**config.mk**
```make
export PLATFORM = sky130hd
export DESIGN_NAME = timer_serial_irq_flags
export DESIGN_NICKNAME = d
export VERILOG_FILES = /design/src/timer_flags_pkg.sv /design/src/timer_serial_irq_flags.sv
export VERILOG_INCLUDE_DIRS = /design/src /design/src/src
export SDC_FILE = /design/constraint.sdc
export NUM_CORES = 1
export LEC_CHECK = 0
export BUFFER_PORTS_ARGS = -buffer_cell sky130_fd_sc_hd__buf_2
export CAP_MARGIN = 10
export CORE_MARGIN = 10
export CORE_UTILIZATION = 36
export DETAILED_ROUTE_END_ITERATION = 7
export MAX_ROUTING_LAYER = met4
export PLACE_DENSITY = 0.93
export REMOVE_ABC_BUFFERS = 1
export SYNTH_ARGS = -nofsm -noshare
export SYNTH_HDL_FRONTEND = slang
export SYNTH_SLANG_ARGS = --single-unit
```
**constraint.sdc**
```tcl
create_clock -name clk_i -period 2.3 [get_ports clk_i]
set_clock_uncertainty 0.05 [all_clocks]
set_input_delay 0.345 -clock clk_i [delete_from_list [all_inputs] [get_ports clk_i]]
set_output_delay 0.345 -clock clk_i [all_outputs]
set_load 0.01 [all_outputs]
```
**src/timer_flags_defines.svh**
```systemverilog
// register offsets, field positions and reset values for the timer/serial flag block
// Behaviour
// - an 8-bit timer underflow sets flag bit 7, which reads one until software clears it.
// - a timer one compare match sets bit 6 and a timer one underflow sets bit 5, each reading one while pending.
// - a timer zero compare match sets bit 4 and a timer zero underflow sets bit 3, each reading one while pending.
// - a completed serial transmission sets bit 2.
// - a completed serial reception sets bit 1.
// - a serial receive error sets bit 0.
// - bit 7 of the mode register selects one 16-bit timer when one and two 8-bit timers when zero, resets to zero and is read/write.
`ifndef TIMER_FLAGS_DEFINES_SVH
`define TIMER_FLAGS_DEFINES_SVH

// ----------------------------------------------------------------------------
// offsets and fields
// ----------------------------------------------------------------------------
`define FLAGS_OFFSET 16'hff28
`define MODE_OFFSET 16'hff30
`define FLAGS_RESET 8'h00
`define MODE_RESET 8'h00
`define BIT_T8_UNDERFLOW 7
`define BIT_T16B_COMPARE 6
`define BIT_T16B_UNDERFLOW 5
`define BIT_T16A_COMPARE 4
`define BIT_T16A_UNDERFLOW 3
`define BIT_TX_DONE 2
`define BIT_RX_DONE 1
`define BIT_RX_ERROR 0
`define BIT_WIDE_SELECT 7

`endif

```
**src/timer_flags_pkg.sv**
```systemverilog
// types shared by the timer/serial flag block
package timer_flags_pkg;

  // one-cycle source events, bit order equals flag register order
  typedef struct packed {
    logic t8_underflow;
    logic t16b_compare;
    logic t16b_underflow;
    logic t16a_compare;
    logic t16a_underflow;
    logic serial_tx_done;
    logic serial_rx_done;
    logic serial_rx_error;
  } flag_events_t;

endpackage

```
**src/timer_serial_irq_flags.sv**
```systemverilog
// interrupt factor flags and timer mode select behind a classic wishbone slave
`include "timer_flags_defines.svh"

module timer_serial_irq_flags
  import timer_flags_pkg::*;
#(
  parameter int ADDR_W = 16
)
(
  input wire logic clk_i,
  input wire logic rst_i,
  input wire logic cyc_i,
  input wire logic stb_i,
  input wire logic we_i,
  input wire logic [ADDR_W-1:0] adr_i,
  input wire logic [3:0] sel_i,
  input wire logic [31:0] dat_i,
  output logic [31:0] dat_o,
  output logic ack_o,
  input wire flag_events_t events_i,
  output logic [7:0] flags_o,
  output logic wide_timer_select_o
);

  // elaboration check: offsets must fit the address bus
  if (ADDR_W < 16)
  begin : g_chk
    $error("ADDR_W must be at least 16");
  end

  // ----------------------------------------------------------------------------
  // bus decode
  // ----------------------------------------------------------------------------
  logic [7:0] flags_q, flags_d;
  logic wide_q, wide_d;
  logic ack_q, ack_d;
  logic [31:0] dat_q, dat_d;
  logic req;
  logic hit_flags;
  logic hit_mode;
  logic wr_flags;
  logic wr_mode;
  logic rd_flags;
  logic rd_mode;
  logic [7:0] clr;
  logic [7:0] ev_bits;

  // ----------------------------------------------------------------------------
  // decode helpers
  // ----------------------------------------------------------------------------
  // true when the low 16 address bits name the register at the given offset
  function automatic logic reg_hit(input logic [15:0] adr, input logic [15:0] offset);
    reg_hit = (adr == offset);
  endfunction

  // a write only counts when it is taken and byte lane zero is selected
  function automatic logic lane0_write(input logic take, input logic wr, input logic [3:0] lanes,
                                       input logic hit);
    lane0_write = take && wr && lanes[0] && hit;
  endfunction

  // a read is taken whatever the lanes say; unused lanes read as zero
  function automatic logic reg_read(input logic take, input logic wr, input logic hit);
    reg_read = take && !wr && hit;
  endfunction

  // request accepted once; ack drops the cycle after it is given
  assign req = cyc_i && stb_i && !ack_q;
  assign hit_flags = reg_hit(adr_i[15:0], `FLAGS_OFFSET);
  assign hit_mode = reg_hit(adr_i[15:0], `MODE_OFFSET);
  // write and read strobes per register
  assign wr_flags = lane0_write(req, we_i, sel_i, hit_flags);
  assign wr_mode = lane0_write(req, we_i, sel_i, hit_mode);
  assign rd_flags = reg_read(req, we_i, hit_flags);
  assign rd_mode = reg_read(req, we_i, hit_mode);
  // ones written to the flag register clear, zeros leave the flag alone
  assign clr = wr_flags ? dat_i[7:0] : 8'h00;
  // source events as a plain vector, bit n sets flag bit n
  assign ev_bits = events_i;

  // ----------------------------------------------------------------------------
  // next state
  // ----------------------------------------------------------------------------
  // flags: set wins over a write-one clear in the same cycle
  always_comb
  begin
    flags_d = (flags_q & ~clr) | ev_bits;
    wide_d = wide_q;
    if (wr_mode)
    begin
      wide_d = dat_i[`BIT_WIDE_SELECT];
    end
    ack_d = req;
    dat_d = 32'h0000_0000;
    if (rd_flags)
    begin
      dat_d = {24'h00_0000, flags_q};
    end
    else if (rd_mode)
    begin
      dat_d = {24'h00_0000, wide_q, 7'h00};
    end
  end

  // ----------------------------------------------------------------------------
  // registers
  // ----------------------------------------------------------------------------
  // state and bus outputs, cleared by the synchronous reset
  always_ff @(posedge clk_i)
  begin
    if (rst_i)
    begin
      flags_q <= `FLAGS_RESET;
      wide_q <= 1'(`MODE_RESET >> `BIT_WIDE_SELECT);
      ack_q <= 1'b0;
      dat_q <= 32'h0000_0000;
    end
    else
    begin
      flags_q <= flags_d;
      wide_q <= wide_d;
      ack_q <= ack_d;
      dat_q <= dat_d;
    end
  end

  // ----------------------------------------------------------------------------
  // outputs
  // ----------------------------------------------------------------------------
  // every output is a register
  assign flags_o = flags_q;
  assign wide_timer_select_o = wide_q;
  assign ack_o = ack_q;
  assign dat_o = dat_q;

  // ----------------------------------------------------------------------------
  // assertions
  // ----------------------------------------------------------------------------
  // each source event sets its own flag, and nothing else sets one
  t8_flag_set_a: assert property (@(posedge clk_i) disable iff (rst_i)
    events_i.t8_underflow |=> flags_o[`BIT_T8_UNDERFLOW])
    else $error("t8 underflow flag not set");
  t8_flag_holds_a: assert property (@(posedge clk_i) disable iff (rst_i)
    flags_o[7] && !clr[7] |=> flags_o[7])
    else $error("t8 underflow flag lost");
  t16b_flags_a: assert property (@(posedge clk_i) disable iff (rst_i)
    events_i.t16b_compare |=> flags_o[`BIT_T16B_COMPARE])
    else $error("timer one compare flag not set");
  t16b_under_a: assert property (@(posedge clk_i) disable iff (rst_i)
    events_i.t16b_underflow |=> flags_o[`BIT_T16B_UNDERFLOW])
    else $error("timer one underflow flag not set");
  t16a_flags_a: assert property (@(posedge clk_i) disable iff (rst_i)
    events_i.t16a_compare |=> flags_o[`BIT_T16A_COMPARE])
    else $error("timer zero compare flag not set");
  t16a_under_a: assert property (@(posedge clk_i) disable iff (rst_i)
    events_i.t16a_underflow |=> flags_o[`BIT_T16A_UNDERFLOW])
    else $error("timer zero underflow flag not set");
  tx_flag_a: assert property (@(posedge clk_i) disable iff (rst_i)
    events_i.serial_tx_done |=> flags_o[`BIT_TX_DONE])
    else $error("tx done flag not set");
  rx_flag_a: assert property (@(posedge clk_i) disable iff (rst_i)
    events_i.serial_rx_done |=> flags_o[`BIT_RX_DONE])
    else $error("rx done flag not set");
  err_flag_a: assert property (@(posedge clk_i) disable iff (rst_i)
    events_i.serial_rx_error |=> flags_o[`BIT_RX_ERROR])
    else $error("rx error flag not set");
  no_stray_set_a: assert property (@(posedge clk_i) disable iff (rst_i)
    (flags_o & ~$past(flags_o) & ~$past(ev_bits)) == 8'h00)
    else $error("flag set without its source event");
  pending_hold_a: assert property (@(posedge clk_i) disable iff (rst_i)
    (flags_o & ~clr) != 8'h00 |=> (flags_o & $past(flags_o & ~clr)) == $past(flags_o & ~clr))
    else $error("pending flag lost without a clear");
  set_wins_a: assert property (@(posedge clk_i) disable iff (rst_i)
    ev_bits != 8'h00 |=> (flags_o & $past(ev_bits)) == $past(ev_bits))
    else $error("clear beat a source event");

  // ----------------------------------------------------------------------------
  // assertions: clearing, reset, mode select and flag reads
  // ----------------------------------------------------------------------------
  // write-one clear, zero writes keep, reset values, mode bit access, flag read data
  w1c_clear_a: assert property (@(posedge clk_i) disable iff (rst_i)
    clr[0] && !events_i.serial_rx_error |=> !flags_o[0])
    else $error("write one did not clear flag");
  w1c_all_a: assert property (@(posedge clk_i) disable iff (rst_i)
    (clr & ~ev_bits) != 8'h00 |=> (flags_o & $past(clr & ~ev_bits)) == 8'h00)
    else $error("write one left a flag set");
  zero_write_keeps_a: assert property (@(posedge clk_i) disable iff (rst_i)
    wr_flags && dat_i[7:0] == 8'h00 |=> flags_o == ($past(flags_o) | $past(ev_bits)))
    else $error("zero write changed a flag");
  reset_values_a: assert property (@(posedge clk_i)
    rst_i |=> flags_o == 8'h00 && !wide_timer_select_o && !ack_o)
    else $error("reset did not clear flags, mode or ack");
  mode_write_a: assert property (@(posedge clk_i) disable iff (rst_i)
    wr_mode |=> wide_timer_select_o == $past(dat_i[`BIT_WIDE_SELECT]))
    else $error("mode select not written");
  mode_hold_a: assert property (@(posedge clk_i) disable iff (rst_i)
    !wr_mode |=> $stable(wide_timer_select_o))
    else $error("mode select changed without a write");
  mode_read_a: assert property (@(posedge clk_i) disable iff (rst_i)
    rd_mode |=> dat_o == {24'h00_0000, $past(wide_timer_select_o), 7'h00})
    else $error("mode read data wrong");
  flags_read_a: assert property (@(posedge clk_i) disable iff (rst_i)
    rd_flags |=> dat_o == {24'h00_0000, $past(flags_o)})
    else $error("flag read data wrong");

  // ----------------------------------------------------------------------------
  // assertions: bus handshake and read data
  // ----------------------------------------------------------------------------
  // one ack per taken request, data only after a mapped read
  ack_answer_a: assert property (@(posedge clk_i) disable iff (rst_i)
    req |=> ack_o)
    else $error("request not acknowledged");
  ack_pulse_a: assert property (@(posedge clk_i) disable iff (rst_i)
    ack_o |=> !ack_o)
    else $error("ack held longer than one cycle");
  ack_idle_a: assert property (@(posedge clk_i) disable iff (rst_i)
    !req |=> !ack_o)
    else $error("ack without a request");
  unmapped_read_a: assert property (@(posedge clk_i) disable iff (rst_i)
    req && !we_i && !hit_flags && !hit_mode |=> dat_o == 32'h0000_0000)
    else $error("unmapped read returned data");
  dat_idle_a: assert property (@(posedge clk_i) disable iff (rst_i)
    !rd_flags && !rd_mode |=> dat_o == 32'h0000_0000)
    else $error("read data without a read");
  upper_zero_a: assert property (@(posedge clk_i) disable iff (rst_i)
    dat_o[31:8] == 24'h00_0000)
    else $error("upper read data bits not zero");

endmodule

```
==> reports/metrics.cfg, run 1 <==
[run_status]
outcome = completed

[setup_path]
slowest_stage = dfxtp_1
r2r-start = ack_o
cpPeakStageDelay_ns = 0.32
crit_start = ack_o
cp_top_family = simple AND/OR/NAND/NOR gates
cp_cell_sequence = nand3b_1 > nor2_2 > buf_4 > and4bb_2 > mux2i_1
end_kind = flop
critPathBufInv = 1
startpoint_type = flop
crit_fanout = 9
crit_type = flop to flop
critPathArrivalTime_ns = 1.59
worst_ep_required_time_ns = 2.47

[synthesis]
synth_area_leaders = dfxtp_1 (38%), buf_4 (19%), a311oi_1 (7.4%)
yosysMostFrequentCell = buf_4
ys_warn_count = 0
ys_seq_area_share_pct = 38.25
synth_ff_type = dfxtp_1
synth_top_cell_by_area = dfxtp_1
synth-seq-cells = 18
synth_edf_count = 0
syn-instance-count = 96
async_flop_share_pct = 0
synth.avg_cell_area_sq_um = 9.814
syn_area_sq_um = 942.2
yosys.area.top_type_share_pct = 38.25
synth_commonest_cells = buf_4 (24), dfxtp_1 (18), nor2_1 (9), nor2b_1 (9), a311oi_1 (8)
ys_types = 26

[pwr]
ir_drop_mv = 0.2870
leakage_nw = 0.6119
powerDensity_nw_per_um2 = 492.0

[sta]
final_hold_viol_count = 0
period_share_pct = 61.64
tns_ns = 0
fmax_ghz = 0.7054
fin_crit_ns = 1.418
setup_viol = 0
whs_ns = 0.2449
grt_setup_unrepaired = no
finalMaxSlewViolations = 0

[floorplanning]
rows = 18
die_area_sq_um = 5063
fp.dieW_um = 71.16
die_y_um = 71.16
core_sq_um = 2477
io_pins = 107
start_util_pct = 38.03

[cts]
htree_levels = 1
holdBufCountCts = 0
cts_num_sinks = 18
cts_resized = 0
clkLatencyLatePin_ns = 0.28
cts_buffers = 3
cts_tree = built
cts_setup_buffers = 0
clk_pin_slew_ns = 0.09
root_buffer = clkbuf_4
clockBufferDepth = 2

[drt]
drtIter0Drc = 15
drtAntennaViolNets = 0
wl_um = 2618
detail_route.wl_per_cell_um = 14.31
num_vias = 798
via_per_inst = 4.361
first_pass_iters = 3
drc = 0

[layout]
syn2layout_area_growth_pct = 26.03
utilization_pct = 47.93
drive_gt1_share_pct = 42.48
fillCellCount = 262
final_nets = 220
n_antenna_cell = 0

[min_path]
hp-class = input pin to flop
worstHoldStart = we_i

[global_routing]
grt_pass1_vias = 972
grt_pass1_wl_um = 4105
antenna_found_initial = 0
grt_max_degree = 13
track_usage_pct = 9.991
gr-total-overflow = 0

[placed_design]
port-buffer-count = 55
gp_congestion = 0.7889

[job]
cap_violations = 0

[per-layer routing]
metal  GRT usage (%)  routed length [um]  part of all wire, %
met5               -                   0                    0
met4           5.161                  41                  1.6
met3           1.953                 138                  5.3
met2           18.04                1382                   53
met1           9.835                1055                   40
[path summary, 6_finish.rpt]
kind | cells after the start | slack, ns | end
worst max register to register | 5 | 0.88 | wide_timer_select_o
worst min register to register | 1 | 0.44 | dat_o[6]
worst min-delay path | 2 | 0.24 | dat_o[7]
worst max-delay path | 5 | 0.88 | wide_timer_select_o
[stage by stage]
step / instance area (sq um) / std cells / power [mW] / worst slack [ns]
after global placement: 1165 / 180 / 0.4374 / 0.5894
after CTS: 1187 / 183 / 0.5906 / 0.8731
final: 1187 / 183 / 0.5842 / 0.8823
after floorplan: 844.6 / 94 / 0.3839 / 0.8975
after detailed placement: 1165 / 180 / 0.4398 / 0.5748
after global routing: 1187 / 183 / 0.6196 / 0.7824
[cells by family after synthesis]
logic type / Yosys count / synth area share, %
muxes: 1 / 1.062
buffers and inverters: 26 / 19.92
other: 1 / 0.3980
and+or+nand+nor: 41 / 32.27
DFF: 18 / 38.25
AOI/OAI and AO/OA: 9 / 8.102
[flip-flops by register name, indices dropped and copies added (netlist names)]
| register | cells |
|---|---|
| wide_timer_select_o | 1 |
| dat_o | 8 |
| ack_o | 1 |
| flags_o | 8 |
[final cells by class]
type                    instances  area (sq um)  area share (%)
well taps                      30         37.54           3.161
inverters                       1         3.754          0.3161
flip-flops and latches         18         360.3           30.35
clock buffers                   3         22.52           1.897
multi-input cells              75         480.5           40.46
repair buffers                 56         282.8           23.81
[layout by cell type, fill, tap and decap left out]
master | netlist | final
buf_4 | 24 | 1
and4_1 | 1 | 1
nor2b_1 | 9 | 9
clkbuf_4 | 0 | 3
nand3b_1 | 1 | 1
inv_1 | 1 | 1
nand2_1 | 1 | 1
nand4_1 | 1 | 1
conb_1 | 1 | 24
nor3b_4 | 1 | 1
dfxtp_1 | 18 | 18
nor2_1 | 9 | 9
nand4_2 | 1 | 1
a311oi_1 | 8 | 8
a31oi_1 | 1 | 1
nor4b_1 | 1 | 1
nor4_4 | 1 | 1
nor3b_1 | 1 | 1
buf_2 | 0 | 55
nand2b_1 | 2 | 2
nor4bb_1 | 1 | 1
and4b_1 | 1 | 1
nor4b_4 | 1 | 1
and2_1 | 7 | 7
and4bb_2 | 1 | 1
nor2_2 | 1 | 1
mux2i_1 | 1 | 1
[power breakdown]
part           total [mW]  switching [mW]  leakage [nW]  internal, mW
clock network       0.150          0.0895        0.0138        0.0608
registers           0.329         0.00679         0.148         0.322
logic               0.105          0.0588         0.450        0.0461
total               0.584           0.155         0.612         0.429
No activity file was read; power rests on OpenSTA's default activity.
==> run 2: changes to the inputs <==
CORE_UTILIZATION = 33   (was 36)
PLACE_DENSITY = 0.87   (was 0.93)
clock period = 1.35 ns   (was 2.3 ns; I/O delays follow)
==> run 2 against run 1 <==
Net effect:
- worst hold slack worse by 0.16 ns
- via count is 4.0% higher
- non-clock buffer count grew 5
- setup slack got worse by 0.79 ns
- cell count up 3.8%
- sequential power grew 71%
==> reports/metrics.cfg, run 2 (synthesized netlist as in run 1, its figures left out) <==
[floorplanning]
die_y_um = 73.43
core_sq_um = 2734
fp.dieW_um = 73.43
die_area_sq_um = 5392
start_util_pct = 34.46
rows = 19
io_pins = 107

[setup_path]
cpPeakStageDelay_ns = 0.32
crit_type = flop to flop
crit_fanout = 3
worst_ep_required_time_ns = 1.53
cp_top_family = simple AND/OR/NAND/NOR gates
cp_cell_sequence = nand3b_1 > nor2_2 > and4bb_2 > mux2i_1
critPathBufInv = 0
startpoint_type = flop
critPathArrivalTime_ns = 1.44
slowest_stage = dfxtp_1
end_kind = flop

[sta]
grt_setup_unrepaired = no
period_share_pct = 93.12
tns_ns = 0
fmax_ghz = 0.7955
finalMaxSlewViolations = 0
setup_viol = 0
layout_setup_ws_ns = 0.09292
final_hold_viol_count = 0
fin_crit_ns = 1.257

[cts]
cts_num_sinks = 18
cts_tree = built
cts_buffers = 3
htree_levels = 1
root_buffer = clkbuf_4
clockBufferDepth = 2
clkLatencyLatePin_ns = 0.29
cts_setup_buffers = 0
clk_pin_slew_ns = 0.11

[layout]
final_nets = 225
mostFrequentLayoutCells = buf_2 (55), conb_1 (24), dfxtp_1 (18), nor2b_1 (9), nor2_1 (9)
drive_gt1_share_pct = 44.65
utilization_pct = 45.35
syn2layout_area_growth_pct = 31.61
n_antenna_cell = 0
final_common_cell = buf_2

[global_routing]
antenna_found_initial = 0
grt_max_degree = 11
grt_pass1_vias = 956
gr-total-overflow = 0
grt_pass1_wl_um = 4264
track_usage_pct = 10.18

[pwr]
ir_drop_mv = 0.4180
p_total_mw = 1.080
leakage_nw = 0.6451
powerDensity_nw_per_um2 = 871.3

[drt]
via_per_inst = 4.368
drc = 0
first_pass_iters = 4
drtAntennaViolNets = 0
detail_route.wl_per_cell_um = 14.66
drtIter0Drc = 24
num_vias = 830
wl_um = 2785

[placed_design]
dp_hpwl_um = 2451
pre_cts_slack_ns = -0.1350
gp_congestion = 0.7519
port-buffer-count = 55

[job]
cap_violations = 0

[min_path]
hp-class = input pin to flop

[run_status]
outcome = completed

## run 2: changes by cell type in the layout (fill, tap and decap cells not counted)
cell and change:
clkbuf_8 +1, buf_4 +5
## run 2: power breakdown
group | internal [mW] | total, mW | leakage, nW | switching (mW)
registers | 0.549 | 0.561 | 0.148 | 0.0113
clock network | 0.164 | 0.335 | 0.0210 | 0.171
logic | 0.0823 | 0.185 | 0.476 | 0.103
## run 2: worst paths after layout
check,from,to,slack [ns],cells past startpoint
max,ack_o,wide_timer_select_o,0.09,4
min,we_i,dat_o[7],0.09,2
max reg2reg,ack_o,wide_timer_select_o,0.09,4
min reg2reg,flags_o[6],dat_o[6],0.44,1
## run 2: worst reg2reg max path, stage by stage (launching register included)
cell	delay, ns
dfxtp_1	0.32
nand3b_1	0.25
nor2_2	0.16
and4bb_2	0.25
mux2i_1	0.17
## run 2: cell type report
class	instances	area, sq um
tap	31	38.79
fill	273	1494
multi-input combinational	75	480.5
inverter	1	3.754
sequential	18	360.3
timing repair buffer	61	320.3
clock buffer	4	36.28
## run 2: through the flow
stage | cells | area, sq um | hold WS [ns]
global route | 190 | 1240 | 0.09691
detailed placement | 186 | 1204 | 0.4089
finish | 190 | 1240 | 0.08820
floorplan | 94 | 844.6 | 0.2246
CTS | 190 | 1240 | 0.08499
global placement | 186 | 1204 | 0.3951
## run 2: layer usage
metal  routed length (um)  up-vias  global-route usage, %
li1                     -      415                      -
met1                 1097      361                  10.84
met2                 1388       52                  17.48
met3                  287        2                  3.634
met4                   12        0                  2.692
met5                    0        -                      -
## run 2: what timing repair did
item | 4_1_cts | 5_1_grt
setup endpoints to repair | 0 | 1
hold buffers | 0 | 0
gates resized for setup | 0 | 0
==> run 3: changes to the inputs <==
clock period = 1.3 ns   (was 1.35 ns; I/O delays follow)
==> run 3 against run 2 <==
Net effect:
- highest routed layer unchanged
- critical path depth is the same
- wire length shrank 0.29%
- worst hold slack lost 0.0016 ns
- largest cell class unchanged
- cell count is the same
- sequential power grew 3.7%
- critical path type unchanged
- first-iteration DRC count is the same
==> reports/metrics.cfg, run 3 (synthesized netlist as in run 1, its figures left out) <==
[global_routing]
grt_pass1_wl_um = 4264
track_usage_pct = 10.18
gr-total-overflow = 0
antenna_found_initial = 0
grt_pass1_vias = 956
grt_max_degree = 11

[floorplanning]
rows = 19
die_y_um = 73.43
start_util_pct = 34.46
die_area_sq_um = 5392
core_sq_um = 2734
fp.dieW_um = 73.43
io_pins = 107

[layout]
mostFrequentLayoutCells = buf_2 (55), conb_1 (24), dfxtp_1 (18), nor2b_1 (9), nor2_1 (9)
seq_area_sq_um = 360.3
syn2layout_area_growth_pct = 32.27
instances_no_fill = 190
fillCellCount = 271
final_nets = 225
utilization_pct = 45.58
final_common_cell = buf_2
drive_gt1_share_pct = 45.28
n_antenna_cell = 0
final_cell_area_sq_um = 1246
multi_input_area_sq_um = 486.7

[setup_path]
critPathArrivalTime_ns = 1.42
end_kind = flop
crit_type = flop to flop
startpoint_type = flop
worst_ep_required_time_ns = 1.48
crit_fanout = 3

[drt]
drc = 0
drtAntennaViolNets = 0
via_per_inst = 4.400
detail_route.wl_per_cell_um = 14.62
wl_um = 2777
drtIter0Drc = 24
first_pass_iters = 5
num_vias = 836

[placed_design]
place_area_sq_um = 1204
post-place-cells = 186
gp_congestion = 0.7519
port-buffer-count = 55
dp_hpwl_um = 2451

[cts]
clkLatencyLatePin_ns = 0.29
clk_pin_slew_ns = 0.11
root_buffer = clkbuf_4
cts_buffers = 3
cts_setup_buffers = 0
holdBufCountCts = 0
clockBufferDepth = 2
htree_levels = 1
cts_tree = built
cts_resized = 0
cts_num_sinks = 18

[sta]
period_share_pct = 95.37
fmax_ghz = 0.8066
setup_viol = 0
fin_crit_ns = 1.240
grt_setup_unrepaired = yes
final_hold_viol_count = 0
finalMaxSlewViolations = 0

[pwr]
cell_internal_pwr_uw = 826.2
powerDensity_nw_per_um2 = 896.4
leakage_nw = 0.6451
clkPwrFrac_pct = 30.6
combPwrFrac_pct = 17.3
p_sw_uw = 291.0
swShare_pct = 26.05
ir_drop_mv = 0.4289
power_frac_seq_pct = 52.1

[run_status]
outcome = completed

[job]
cap_violations = 0

[min_path]
hp-class = input pin to flop

run 3: cell count changes in the layout (fill, tap and decap cells not counted):
cell     before  now
nor4b_1       1    0
nor4b_2       0    1
run 3: area by class of cell:
| cell class | count | share of cell area, % |
|---|---|---|
| Tap cell | 31 | 3.112 |
| Clock buffer | 4 | 2.912 |
| Sequential cell | 18 | 28.92 |
| Timing Repair Buffer | 61 | 25.70 |
| Inverter | 1 | 0.3012 |
| Multi-Input combinational cell | 75 | 39.06 |
run 3: path summary, 6_finish.rpt:
path	from	end	slack, ns	depth (start not counted)
max	ack_o	wide_timer_select_o	0.06	4
min	we_i	dat_o[7]	0.09	2
max reg2reg	ack_o	wide_timer_select_o	0.06	4
min reg2reg	flags_o[6]	dat_o[6]	0.44	1
run 3: stage by stage:
step                       TNS, ns  total power, mW  hold WS (ns)  worst slack [ns]
after floorplan           -0.06272           0.6792        0.2171          -0.06272
after global placement      -1.606           0.7782        0.3876           -0.1364
after detailed placement    -2.073           0.7851        0.4014           -0.1775
after CTS                        0            1.132       0.07749          0.005719
after global routing      -0.03693            1.180       0.07937          -0.03693
final                            0            1.117       0.08660           0.06022
run 3: power groups by stage:
stage / Combinational (mW) / Clock, mW / Sequential, mW
after global routing: 0.216 / 0.379 / 0.585
after detailed placement: 0.190 / 0 / 0.595
after global placement: 0.184 / 0 / 0.595
after CTS: 0.190 / 0.359 / 0.583
final: 0.193 / 0.342 / 0.582
after floorplan: 0.0764 / 0 / 0.603
run 3: worst max-delay path, cell delays in order (launching register included):
cell and delay (ns):
dfxtp_1 0.32, nand3b_1 0.24, nor2_2 0.16, and4bb_2 0.25, mux2i_1 0.17
run 3: layer usage:
metal	part of all wire [%]	vias to the layer above	global-route usage (%)	wire, um
met1	40	369	10.84	1098
met2	50	50	17.48	1386
met3	10	2	3.634	280
met4	0.43	0	2.692	12
li1	-	415	-	-
met5	0	-	-	0
